### config.mk
export PLATFORM = sky130hd
export DESIGN_NAME = pmc_cfg_regs
export DESIGN_NICKNAME = d
export VERILOG_FILES = /design/src/design/pmc_pkg.sv /design/src/design/pmc_cfg_regs.sv
export SDC_FILE = /design/constraint.sdc
export NUM_CORES = 1
export LEC_CHECK = 0
export BUFFER_PORTS_ARGS = -buffer_cell sky130_fd_sc_hd__buf_4
export CAP_MARGIN = 30
export CORE_AREA = 2 2 78 80
export DETAILED_ROUTE_END_ITERATION = 8
export DIE_AREA = 0 0 80 82
export GPL_TIMING_DRIVEN = 0
export PLACE_DENSITY = 0.82
export SLEW_MARGIN = 20
export SYNTH_ARGS = -nofsm -noshare
export SYNTH_HDL_FRONTEND = slang
export SYNTH_SLANG_ARGS = --single-unit
### constraint.sdc
create_clock -name CLK -period 3.8 [get_ports CLK]
set_clock_uncertainty 0.1 [all_clocks]
set_input_delay 0.38 -clock CLK [delete_from_list [all_inputs] [get_ports CLK]]
set_output_delay 0.38 -clock CLK [all_outputs]
set_load 0.02 [all_outputs]
### src/design/pmc_pkg.sv
// Constants and types for the power management capability register slice
package pmc_pkg;

  // ==========================================================================
  // Bus geometry
  localparam int unsigned PMC_ADDR_W = 12;
  localparam int unsigned PMC_DATA_W = 32;
  localparam int unsigned PMC_STRB_W = 4;

  // ==========================================================================
  // Register indices; byte address is four times the index
  localparam logic [7:0] PMC_IDX_LINK_CTL2  = 8'h70;
  localparam logic [7:0] PMC_IDX_LINK_STS2  = 8'h72;
  localparam logic [7:0] PMC_IDX_SLOT_CAP2  = 8'h74;
  localparam logic [7:0] PMC_IDX_SLOT_CTL2  = 8'h78;
  localparam logic [7:0] PMC_IDX_SLOT_STS2  = 8'h7a;
  localparam logic [7:0] PMC_IDX_PM_CAP_HDR = 8'hc0;

  // ==========================================================================
  // Capability header field positions
  localparam int unsigned PMC_CAP_IDENT_LSB    = 0;
  localparam int unsigned PMC_NEXT_PTR_LSB     = 8;
  localparam int unsigned PMC_SPEC_VERSION_LSB = 16;
  localparam int unsigned PMC_EVCLK_BIT        = 19;
  localparam int unsigned PMC_RSVD20_BIT       = 20;
  localparam int unsigned PMC_DEV_INIT_BIT     = 21;
  localparam int unsigned PMC_AUX_CURRENT_LSB  = 22;
  localparam int unsigned PMC_D1_BIT      = 25;
  localparam int unsigned PMC_D2_BIT      = 26;
  localparam int unsigned PMC_PME_SUP_LSB = 27;

  // ==========================================================================
  // Field values and reset values
  localparam logic [7:0] PMC_CAP_IDENT_VALUE    = 8'h01;
  localparam logic [7:0] PMC_NEXT_PTR_UPSTREAM  = 8'h00;
  localparam logic [7:0] PMC_NEXT_PTR_DOWNSTRM  = 8'hd0;
  localparam logic [2:0] PMC_SPEC_VERSION_VALUE = 3'h3;
  localparam logic       PMC_EVCLK_VALUE        = 1'h0;
  localparam logic       PMC_DEV_INIT_RESET     = 1'h0;
  localparam logic [2:0] PMC_AUX_CURRENT_VALUE  = 3'h0;
  localparam logic       PMC_D1_VALUE         = 1'h0;
  localparam logic       PMC_D2_VALUE         = 1'h0;
  localparam logic [4:0] PMC_PME_SUP_RESET    = 5'h19;
  localparam logic [31:0] PMC_RESERVED_VALUE  = 32'h0000_0000;

  // ==========================================================================
  // Power states and bus responses
  localparam logic [1:0] PMC_PSTATE_D0    = 2'h0;
  localparam logic [1:0] PMC_PSTATE_D3HOT = 2'h3;
  localparam logic [1:0] PMC_RESP_OKAY    = 2'h0;
  localparam logic [1:0] PMC_RESP_SLVERR  = 2'h2;

  typedef enum logic [2:0] {
    PMC_SEL_LINK_CTL2,
    PMC_SEL_LINK_STS2,
    PMC_SEL_SLOT_CAP2,
    PMC_SEL_SLOT_CTL2,
    PMC_SEL_SLOT_STS2,
    PMC_SEL_PM_CAP_HDR,
    PMC_SEL_NONE
  } pmc_sel_type;

endpackage : pmc_pkg

### src/design/pmc_cfg_regs.sv
// Power management capability register slice behind an AXI4-Lite slave
//
// Our own choice: register access over AXI4-Lite.
`timescale 1ns/1ns
module pmc_cfg_regs (
  input  wire logic                           CLK,
  input  wire logic                           RST_N,
  // Port strap and locked-write path
  input  wire logic                           IS_UPSTREAM,
  input  wire logic                           LOCKED_WRITE_EN,
  // Event forwarding
  input  wire logic [1:0]                     POWER_STATE,
  input  wire logic                           IN_D3COLD,
  input  wire logic                           PME_EVENT_IN,
  output      logic                           PME_FORWARD,
  // AXI4-Lite slave
  input  wire logic [pmc_pkg::PMC_ADDR_W-1:0] AWADDR,
  input  wire logic                           AWVALID,
  output      logic                           AWREADY,
  input  wire logic [pmc_pkg::PMC_DATA_W-1:0] WDATA,
  input  wire logic [pmc_pkg::PMC_STRB_W-1:0] WSTRB,
  input  wire logic                           WVALID,
  output      logic                           WREADY,
  output      logic [1:0]                     BRESP,
  output      logic                           BVALID,
  input  wire logic                           BREADY,
  input  wire logic [pmc_pkg::PMC_ADDR_W-1:0] ARADDR,
  input  wire logic                           ARVALID,
  output      logic                           ARREADY,
  output      logic [pmc_pkg::PMC_DATA_W-1:0] RDATA,
  output      logic [1:0]                     RRESP,
  output      logic                           RVALID,
  input  wire logic                           RREADY
);
  import pmc_pkg::*;

  typedef enum logic {
    WR_COLLECT,
    WR_RESP
  } pmc_wr_state_type;

  typedef enum logic {
    RD_IDLE,
    RD_RESP
  } pmc_rd_state_type;

  // ==========================================================================
  // Address decode
  function automatic pmc_sel_type decode_addr(input logic [PMC_ADDR_W-1:0] addr);
    pmc_sel_type sel;
    sel = PMC_SEL_NONE;
    if (addr[PMC_ADDR_W-1:10] != 2'h0 || addr[1:0] != 2'h0) begin
      sel = PMC_SEL_NONE;
    end else if (addr[9:2] == PMC_IDX_LINK_CTL2) begin
      sel = PMC_SEL_LINK_CTL2;
    end else if (addr[9:2] == PMC_IDX_LINK_STS2) begin
      sel = PMC_SEL_LINK_STS2;
    end else if (addr[9:2] == PMC_IDX_SLOT_CAP2) begin
      sel = PMC_SEL_SLOT_CAP2;
    end else if (addr[9:2] == PMC_IDX_SLOT_CTL2) begin
      sel = PMC_SEL_SLOT_CTL2;
    end else if (addr[9:2] == PMC_IDX_SLOT_STS2) begin
      sel = PMC_SEL_SLOT_STS2;
    end else if (addr[9:2] == PMC_IDX_PM_CAP_HDR) begin
      sel = PMC_SEL_PM_CAP_HDR;
    end
    return sel;
  endfunction : decode_addr

  // ==========================================================================
  // Storage for the locked-writable fields
  logic [7:0]       next_capability_pointer;
  logic             device_specific_init_flag;
  logic [4:0]       pme_support_advertised;

  // Write channel holding registers
  pmc_wr_state_type wr_state;
  logic             aw_held;
  logic             w_held;
  logic [PMC_ADDR_W-1:0] aw_addr;
  logic [PMC_DATA_W-1:0] w_data;
  logic [PMC_STRB_W-1:0] w_strb;
  pmc_sel_type      wr_sel;
  logic             wr_fire;
  logic             locked_write_access;

  pmc_rd_state_type rd_state;
  pmc_sel_type      rd_sel;
  logic [31:0]      cap_hdr_word;
  logic [31:0]      next_rdata;

  // ==========================================================================
  // Capability header image
  always_comb begin
    cap_hdr_word = PMC_RESERVED_VALUE;
    cap_hdr_word[PMC_CAP_IDENT_LSB +: 8] = PMC_CAP_IDENT_VALUE;
    cap_hdr_word[PMC_NEXT_PTR_LSB +: 8] = next_capability_pointer;
    cap_hdr_word[PMC_SPEC_VERSION_LSB +: 3] = PMC_SPEC_VERSION_VALUE;
    cap_hdr_word[PMC_EVCLK_BIT] = PMC_EVCLK_VALUE;
    cap_hdr_word[PMC_RSVD20_BIT] = 1'h0;
    cap_hdr_word[PMC_DEV_INIT_BIT] = device_specific_init_flag;
    cap_hdr_word[PMC_AUX_CURRENT_LSB +: 3] = PMC_AUX_CURRENT_VALUE;
    cap_hdr_word[PMC_D1_BIT] = PMC_D1_VALUE;
    cap_hdr_word[PMC_D2_BIT] = PMC_D2_VALUE;
    cap_hdr_word[PMC_PME_SUP_LSB +: 5] = pme_support_advertised;
  end

  // ==========================================================================
  // Write channel
  assign wr_sel              = decode_addr(aw_addr);
  assign wr_fire             = (wr_state == WR_COLLECT) && aw_held && w_held;
  // locked fields only move with the locked path open
  assign locked_write_access = wr_fire && LOCKED_WRITE_EN && (wr_sel == PMC_SEL_PM_CAP_HDR);

  always_ff @(posedge CLK) begin
    if (!RST_N) begin
      aw_held <= 1'b0;
      aw_addr <= '0;
      AWREADY <= 1'b1;
    end else if (AWVALID && AWREADY) begin
      aw_held <= 1'b1;
      aw_addr <= AWADDR;
      AWREADY <= 1'b0;
    end else if (BVALID && BREADY) begin
      AWREADY <= 1'b1;
    end else if (wr_fire) begin
      aw_held <= 1'b0;
    end
  end

  always_ff @(posedge CLK) begin
    if (!RST_N) begin
      w_held <= 1'b0;
      w_data <= '0;
      w_strb <= '0;
      WREADY <= 1'b1;
    end else if (WVALID && WREADY) begin
      w_held <= 1'b1;
      w_data <= WDATA;
      w_strb <= WSTRB;
      WREADY <= 1'b0;
    end else if (BVALID && BREADY) begin
      WREADY <= 1'b1;
    end else if (wr_fire) begin
      w_held <= 1'b0;
    end
  end

  always_ff @(posedge CLK) begin
    if (!RST_N) begin
      wr_state <= WR_COLLECT;
      BVALID   <= 1'b0;
      BRESP    <= PMC_RESP_OKAY;
    end else begin
      case (wr_state)
        WR_COLLECT: begin
          if (wr_fire) begin
            wr_state <= WR_RESP;
            BVALID   <= 1'b1;
            // Read-only targets answer OKAY; only holes get an error
            BRESP    <= (wr_sel == PMC_SEL_NONE) ? PMC_RESP_SLVERR : PMC_RESP_OKAY;
          end
        end
        WR_RESP: begin
          if (BREADY) begin
            wr_state <= WR_COLLECT;
            BVALID   <= 1'b0;
          end
        end
        default: begin
          wr_state <= WR_COLLECT;
        end
      endcase
    end
  end

  // ==========================================================================
  // Locked-writable fields
  // Strap sampled in the clocked reset branch, never asynchronously
  always_ff @(posedge CLK) begin
    if (!RST_N) begin
      // downstream points at the next structure
      next_capability_pointer <= IS_UPSTREAM ? PMC_NEXT_PTR_UPSTREAM : PMC_NEXT_PTR_DOWNSTRM;
    end else if (locked_write_access && w_strb[1]) begin
      next_capability_pointer <= w_data[PMC_NEXT_PTR_LSB +: 8];
    end
  end

  always_ff @(posedge CLK) begin
    if (!RST_N) begin
      device_specific_init_flag <= PMC_DEV_INIT_RESET;
    end else if (locked_write_access && w_strb[2]) begin
      // only the locked path changes it
      device_specific_init_flag <= w_data[PMC_DEV_INIT_BIT];
    end
  end

  always_ff @(posedge CLK) begin
    if (!RST_N) begin
      pme_support_advertised <= PMC_PME_SUP_RESET;
    end else if (locked_write_access && w_strb[3]) begin
      pme_support_advertised <= w_data[PMC_PME_SUP_LSB +: 5];
    end
  end

  // ==========================================================================
  // Read channel
  assign rd_sel = decode_addr(ARADDR);

  always_comb begin
    next_rdata = PMC_RESERVED_VALUE;
    if (rd_sel == PMC_SEL_PM_CAP_HDR) begin
      next_rdata = cap_hdr_word;
    end else begin
      // second-generation link and slot registers read zero
      next_rdata = PMC_RESERVED_VALUE;
    end
  end

  always_ff @(posedge CLK) begin
    if (!RST_N) begin
      rd_state <= RD_IDLE;
      ARREADY  <= 1'b1;
      RVALID   <= 1'b0;
      RDATA    <= '0;
      RRESP    <= PMC_RESP_OKAY;
    end else begin
      case (rd_state)
        RD_IDLE: begin
          if (ARVALID) begin
            rd_state <= RD_RESP;
            ARREADY  <= 1'b0;
            RVALID   <= 1'b1;
            RDATA    <= next_rdata;
            RRESP    <= (rd_sel == PMC_SEL_NONE) ? PMC_RESP_SLVERR : PMC_RESP_OKAY;
          end
        end
        RD_RESP: begin
          if (RREADY) begin
            rd_state <= RD_IDLE;
            ARREADY  <= 1'b1;
            RVALID   <= 1'b0;
          end
        end
        default: begin
          rd_state <= RD_IDLE;
        end
      endcase
    end
  end

  // ==========================================================================
  // Event forwarding
  // Follows the reset mask, not the advertised copy, so software cannot
  // widen or narrow real behaviour by rewriting the field
  always_ff @(posedge CLK) begin
    if (!RST_N) begin
      PME_FORWARD <= 1'b0;
    end else begin
      // gated by the default state set
      PME_FORWARD <= PME_EVENT_IN && !IN_D3COLD &&
                     ((POWER_STATE == PMC_PSTATE_D0 && PMC_PME_SUP_RESET[0]) ||
                      (POWER_STATE == PMC_PSTATE_D3HOT && PMC_PME_SUP_RESET[3]));
    end
  end

endmodule : pmc_cfg_regs

==> flow_metrics.env, run 1 <==
export IMPL_cts_root_buffer="clkbuf_8"
export IMPL_period_share_pct=55.7
export IMPL_first_iter_violations=98
export IMPL_synth_top_area_share_pct=43.7
export IMPL_die_area_um2=6560
export IMPL_num_rows=28
export IMPL_finalWeightedCongestion=0.810
export IMPL_setup_viol=0
export IMPL_cts_hold_fix_buffers=0
export IMPL_fin_area_um2=3760
export IMPL_grt_pass1_vias=2223
export IMPL_vias=2459
export IMPL_die_y_um=82
export IMPL_crit_buf_inv=1
export IMPL_min_delay_path_depth=2
export IMPL_worstHoldStart="IN_D3COLD"
export IMPL_cts_tree="built"
export IMPL_numCtsBuffers=9
export IMPL_min_to="PME_FORWARD$_SDFF_PN0_"
export IMPL_p_leak_nw=1.61
export IMPL_grt_use_total_pct=19.2
export IMPL_drt_vias_per_instance=4.90
export IMPL_fill_cells=519
export IMPL_cap_violations=0
export IMPL_ir_drop_mv=0.241
export IMPL_crit_arrival_ps=2030
export IMPL_layout_nets=495
export IMPL_drt_pass1_iterations=4
export IMPL_ff2ff_path_depth=6
export IMPL_overflow=0
export IMPL_ant_nets=0
export IMPL_ctsResizeCount=0
export IMPL_post_synth_top_area_cell="dfxtp_1"
export IMPL_slew_violations=0
export IMPL_critPathSlowestCell="o2bb2ai_1"
export IMPL_synth_avg_cell_area_um2=8.96
export IMPL_syn_area_um2=2840
export IMPL_path_max_fanout=8
export IMPL_antenna_found_initial=0
export IMPL_wl_per_cell_um=12.3
export IMPL_grt_pass1_wl_um=9650
export IMPL_syn_to_final_growth_pct=32.5
export IMPL_hpwl_um=4810
export IMPL_routed_wl_um=6190
export IMPL_boundaryPins=115
export IMPL_cts_sink_count=70
export IMPL_cts_setup_buffers=0
export IMPL_drc=0
export IMPL_path_class="flip-flop to flip-flop"
export IMPL_hold_class="primary input to flip-flop"
export IMPL_cts_buffer_depth=2
export IMPL_maxSlewHeadroom_pct=66.5
export IMPL_dpl_cell_area_um2=3580
export IMPL_yosysSeqAreaShare_pct=52.2
export IMPL_slowest_delay_ps=390
export IMPL_cp_top_family="simple AND/OR/NAND/NOR gates"
export IMPL_utilization_pct=65.5
export IMPL_path_clk_slew_ps=70
export IMPL_grt_start_max_net_pins=12
export IMPL_power_density_nw_per_um2=412
export IMPL_period_needed_ps=2120
export IMPL_synthCells=317
export IMPL_cp_required_ps=3720
export IMPL_ys_warn_count=0
export IMPL_synth_area_top_cells="dfxtp_1, nand2_1, a21oi_1, edfxtp_1, buf_4"
export IMPL_end_kind="flip-flop"
export IMPL_insertedDiodeCount=0
export IMPL_crit_top_cell="nand2_1"
export IMPL_status="finished clean"
export IMPL_clkLatencyLatePin_ps=340
export IMPL_crit_chain="and3b_1 > clkbuf_1 > nand2_1 > o2bb2ai_1 > nand3_1 > nand2_1"
export IMPL_synth_distinct_cells=42
export IMPL_die_w_um=80
export IMPL_synth_seq_cells=70
export IMPL_r2r_start="wr_state$_SDFF_PN0_"
export IMPL_start_kind="flip-flop"
export IMPL_worstReg2RegEnd="next_capability_pointer[7]$_DFFE_PP_"
export IMPL_worstMarginPinSlew_ps=500
export IMPL_start_util_pct=49.4
export IMPL_h_tree_depth=3
export IMPL_rrSetupSlack_ps=1680
export IMPL_finalSetupTns_ps=0
export IMPL_drive_gt1_share_pct=30.4
export IMPL_io_buffers=78
export IMPL_core_um2=5750
export IMPL_final_hold_viol_count=0
export IMPL_grt_setup_unrepaired="no"
export IMPL_max_freq_mhz=473
-- worst reg2reg max path, stage by stage, from the launching register on --
cell,delay (ps)
dfxtp_1,330
and3b_1,210
clkbuf_1,240
nand2_1,110
o2bb2ai_1,390
nand3_1,130
nand2_1,290
-- synthesized netlist by cell type, drive strengths merged --
| library cell | number |
|---|---|
| nand2 | 68 |
| dfxtp | 62 |
| a21oi | 48 |
| buf | 21 |
| clkbuf | 12 |
| nor2 | 12 |
| a22o | 11 |
| o21ai | 9 |
| and2 | 8 |
| edfxtp | 8 |
| inv | 6 |
| nand4 | 6 |
| o31ai | 6 |
| nand3b | 5 |
| nand3 | 4 |
| a22oi | 3 |
| and3b | 3 |
| nor3 | 3 |
| nor4 | 3 |
| and3 | 2 |
| nor2b | 2 |
| a211oi | 1 |
| a21o | 1 |
| a2bb2oi | 1 |
| a31o | 1 |
| a31oi | 1 |
| and2b | 1 |
| clkinv | 1 |
| conb | 1 |
| nand2b | 1 |
| nand4bb | 1 |
| nor3b | 1 |
| o2bb2ai | 1 |
| o32ai | 1 |
| or3 | 1 |
| xor2 | 1 |
-- worst max-delay path by stage --
stage                     slack [ps]                      from                                       end  cells past startpoint
after floorplan                 1940       wr_state$_SDFF_PN0_  next_capability_pointer[0]$_SDFFCE_PN0P_                      6
after global placement          1740  aw_addr[11]$_SDFFE_PN0P_  next_capability_pointer[2]$_SDFFCE_PN0P_                      5
after detailed placement        1670       wr_state$_SDFF_PN0_  next_capability_pointer[2]$_SDFFCE_PN0P_                      6
after CTS                       1650       wr_state$_SDFF_PN0_      next_capability_pointer[7]$_DFFE_PP_                      6
after global routing            1470       wr_state$_SDFF_PN0_      next_capability_pointer[7]$_DFFE_PP_                      6
final                           1680       wr_state$_SDFF_PN0_      next_capability_pointer[7]$_DFFE_PP_                      6
-- state kept, by name, summed over array words and instances (netlist names), 3 cells and up --
signal and count:
next_capability_pointer 8, w_data 14, RDATA 15, aw_addr 12, pme_support_advertised 5, w_strb 3
-- layout make-up --
cell class	count	area [µm²]	share of cell area [%]
sequential	70	1480	39.4
inverter	7	26.3	0.698
multi-input combinational	223	1190	31.5
buffer	33	206	5.49
clock buffer	12	135	3.59
tap	75	93.8	2.49
clock inverter	4	47.5	1.26
timing repair buffer	78	586	15.6
-- layout by cell type, fill, tap and decap left out, types with 2 or more instances in the layout --
cell type / n
o21ai_0: 9
a22o_2: 11
o31ai_1: 6
and3_1: 2
edfxtp_1: 8
nor3_1: 3
conb_1: 17
clkinv_2: 2
inv_1: 6
clkbuf_8: 9
a21oi_1: 48
nand2_1: 68
nor4_1: 2
nand4_1: 6
clkbuf_1: 15
and2_1: 6
and3b_1: 2
a22oi_1: 3
nand3_1: 4
dfxtp_1: 62
nand3b_1: 5
nor2_1: 12
buf_4: 97
nor2b_1: 2
-- per-layer routing --
metal	track usage [%]	up-vias	routed length, µm
li1	-	1272	-
met3	4.40	11	378
met5	0	-	0
met2	32.7	68	3010
met1	22.4	1108	2700
met4	10.5	0	114
-- cell families (layout without fill, tap and decap cells) --
kind of cell | count (synthesis) | count (layout) | share of synthesized area, %
other | 1 | 17 | 0.132
AO/OA/AOI/OAI | 84 | 84 | 18.3
XOR/XNOR | 1 | 1 | 0.308
buffers and inverters | 40 | 134 | 8.19
flip-flops | 70 | 70 | 52.2
AND/OR/NAND/NOR | 121 | 121 | 20.9
-- through the flow --
stage | power (W) | instances | worst slack (ps) | hold slack (ps)
global route | 0.00161 | 502 | 1470 | 89.5
CTS | 0.00156 | 502 | 1650 | 73.6
detailed placement | 0.00100 | 486 | 1670 | 347
floorplan | 0.000923 | 333 | 1940 | 328
finish | 0.00155 | 502 | 1680 | 89.3
global placement | 0.000997 | 486 | 1740 | 340
-- power by group --
group	switching (W)	total, W	internal, W
Sequential	0.0000201	0.000801	0.000781
Combinational	0.0000997	0.000187	0.0000869
Clock	0.000262	0.000564	0.000302
Total	0.000382	0.00155	0.00117
Note: power is estimated with default switching activity, not from simulation.
==> run 2: changes to the inputs <==
Settings changed: CORE_AREA 2 2 78 80 to 2 2 80 82, DIE_AREA 0 0 80 82 to 0 0 82 84, PLACE_DENSITY 0.82 to 0.78.
Clock period 3.8 ns to 2.2 ns, I/O delays scaled along.
==> run 2 against run 1 <==
Compared with the run above: flip-flop and latch count unchanged; critical path depth unchanged; setup slack worse by 1500 ps; design area up 0.37%; core utilization down 3.5 points; via count up 1.7%; total power up 66%; sequential power up 72%; fmax up 3.7%; critical endpoint is now next_capability_pointer[6]$_DFFE_PP_.
==> flow_metrics.env, run 2 (synthesis results as in run 1) <==
export IMPL_status="finished clean"
export IMPL_boundaryPins=115
export IMPL_vias=2502
export IMPL_internal_power_w=0.00194
export IMPL_end_kind="flip-flop"
export IMPL_die_y_um=84
export IMPL_die_area_um2=6890
export IMPL_insertedDiodeCount=0
export IMPL_worstMarginPinSlew_ps=511
export IMPL_antenna_found_initial=0
export IMPL_crit_arrival_ps=1940
export IMPL_routed_wl_um=6350
export IMPL_grt_pass1_wl_um=10200
export IMPL_num_rows=29
export IMPL_path_class="flip-flop to flip-flop"
export IMPL_drt_vias_per_instance=4.94
export IMPL_cap_violations=0
export IMPL_slew_violations=0
export IMPL_max_freq_mhz=490
export IMPL_finalWeightedCongestion=0.827
export IMPL_power_frac_comb_pct=12.6
export IMPL_cp_required_ps=2100
export IMPL_clkLatencyLatePin_ps=340
export IMPL_ir_drop_mv=0.353
export IMPL_dp_cells=488
export IMPL_first_iter_violations=107
export IMPL_core_um2=6100
export IMPL_cts_sink_count=70
export IMPL_switching_share_pct=24.8
export IMPL_p_switching_w=0.000639
export IMPL_final_cell_mix="buf_4, nand2_1, dfxtp_1"
export IMPL_ant_nets=0
export IMPL_period_needed_ps=2040
export IMPL_regMostFlops="RDATA"
export IMPL_pwr_share_clk_pct=33.7
export IMPL_overflow=0
export IMPL_critPathSlowestCell="dfxtp_1"
export IMPL_grt_use_total_pct=19.4
export IMPL_die_w_um=82
export IMPL_crit_buf_inv=1
export IMPL_cp_top_family="simple AND/OR/NAND/NOR gates"
export IMPL_layout_nets=497
export IMPL_period_share_pct=92.7
export IMPL_cts_tree="built"
export IMPL_p_leak_nw=1.61
export IMPL_syn_to_final_growth_pct=33.0
export IMPL_cts_buffer_depth=2
export IMPL_utilization_pct=61.9
export IMPL_final_hold_viol_count=0
export IMPL_final_common_cell="buf_4"
export IMPL_cts_root_buffer="clkbuf_8"
export IMPL_numCtsBuffers=9
export IMPL_drc=0
export IMPL_hold_class="primary input to flip-flop"
export IMPL_setup_viol=0
export IMPL_reg_top3="RDATA x15, w_data x14, aw_addr x12"
export IMPL_finalSetupTns_ps=0
export IMPL_path_clk_slew_ps=70
export IMPL_io_buffers=78
export IMPL_h_tree_depth=3
export IMPL_power_density_nw_per_um2=684
export IMPL_grt_start_max_net_pins=11
export IMPL_grt_pass1_vias=2314
export IMPL_largest_reg_flops=15
export IMPL_maxSlewHeadroom_pct=65.8
export IMPL_grt_setup_unrepaired="no"
export IMPL_start_util_pct=46.6
export IMPL_cts_setup_buffers=0
export IMPL_crit_chain="and3b_1 > clkbuf_1 > and3_1 > o2bb2ai_2 > nand3_1 > nand2_1"
export IMPL_drt_pass1_iterations=4
export IMPL_path_max_fanout=8
export IMPL_seqPwrFrac_pct=53.6
export IMPL_slowest_delay_ps=330
export IMPL_final_cells=506
export IMPL_start_kind="flip-flop"
export IMPL_wl_per_cell_um=12.6
export IMPL_hpwl_um=4740
export IMPL_drive_gt1_share_pct=30.3
==> run 2: power groups by stage <==
stage / clock, W / combinational, W / sequential, W
after CTS: 0.000887 / 0.000325 / 0.00138
final: 0.000871 / 0.000326 / 0.00138
after global placement: 0 / 0.000315 / 0.00141
after detailed placement: 0 / 0.000321 / 0.00141
after floorplan: 0 / 0.000179 / 0.00141
after global routing: 0.000942 / 0.000361 / 0.00139
==> run 2: stage by stage <==
| stage | hold WS, ps | instance area [µm²] | total power, W | setup slack, ps |
|---|---|---|---|---|
| after floorplan | 197 | 2900 | 0.00159 | 341 |
| after global routing | 19.1 | 3780 | 0.00270 | 9.77 |
| after detailed placement | 287 | 3580 | 0.00173 | 64.8 |
| final | 15.7 | 3780 | 0.00258 | 161 |
| after global placement | 283 | 3580 | 0.00172 | 128 |
| after CTS | 10.6 | 3760 | 0.00260 | 47.4 |
==> run 2: worst register-to-register path: stages, from the launching register on <==
cell       delay (ps)
dfxtp_1           330
and3b_1           210
clkbuf_1          240
and3_1            240
o2bb2ai_2         180
nand3_1           120
nand2_1           290
==> run 2: layer usage <==
metal  track usage, %  vias to the layer above  wire length, µm
li1                 -                     1280                -
met1             23.5                     1137             2710
met2             31.8                       76             3120
met3             5.30                        9              396
met4             8.18                        0              125
met5                0                        -                0
==> run 2: worst paths after layout <==
| check | from | endpoint | slack, ps | cells after the start |
|---|---|---|---|---|
| worst max register to register | wr_state$_SDFF_PN0_ | next_capability_pointer[6]$_DFFE_PP_ | 160 | 6 |
| worst max-delay path | wr_state$_SDFF_PN0_ | next_capability_pointer[6]$_DFFE_PP_ | 160 | 6 |
| worst min-delay path | PME_EVENT_IN | PME_FORWARD$_SDFF_PN0_ | 20 | 3 |
| worst min register to register | w_data[11]$_SDFFE_PN0P_ | w_data[11]$_SDFFE_PN0P_ | 350 | 2 |
==> run 2: area by class of cell <==
class | instances | area (µm²)
fill | 545 | 2320
sequential | 70 | 1480
multi-input combinational | 223 | 1200
timing repair buffer | 80 | 606
buffer | 33 | 206
clock buffer | 15 | 156
tap | 77 | 96.3
inverter | 7 | 26.3
clock inverter | 1 | 5.00
==> run 2: what timing repair did <==
| action | CTS | global route |
|---|---|---|
| gates resized for setup | 0 | 2 |
| hold buffers | 2 | 0 |
| setup endpoints to repair | 0 | 8 |
| hold endpoints to repair | 2 | 0 |
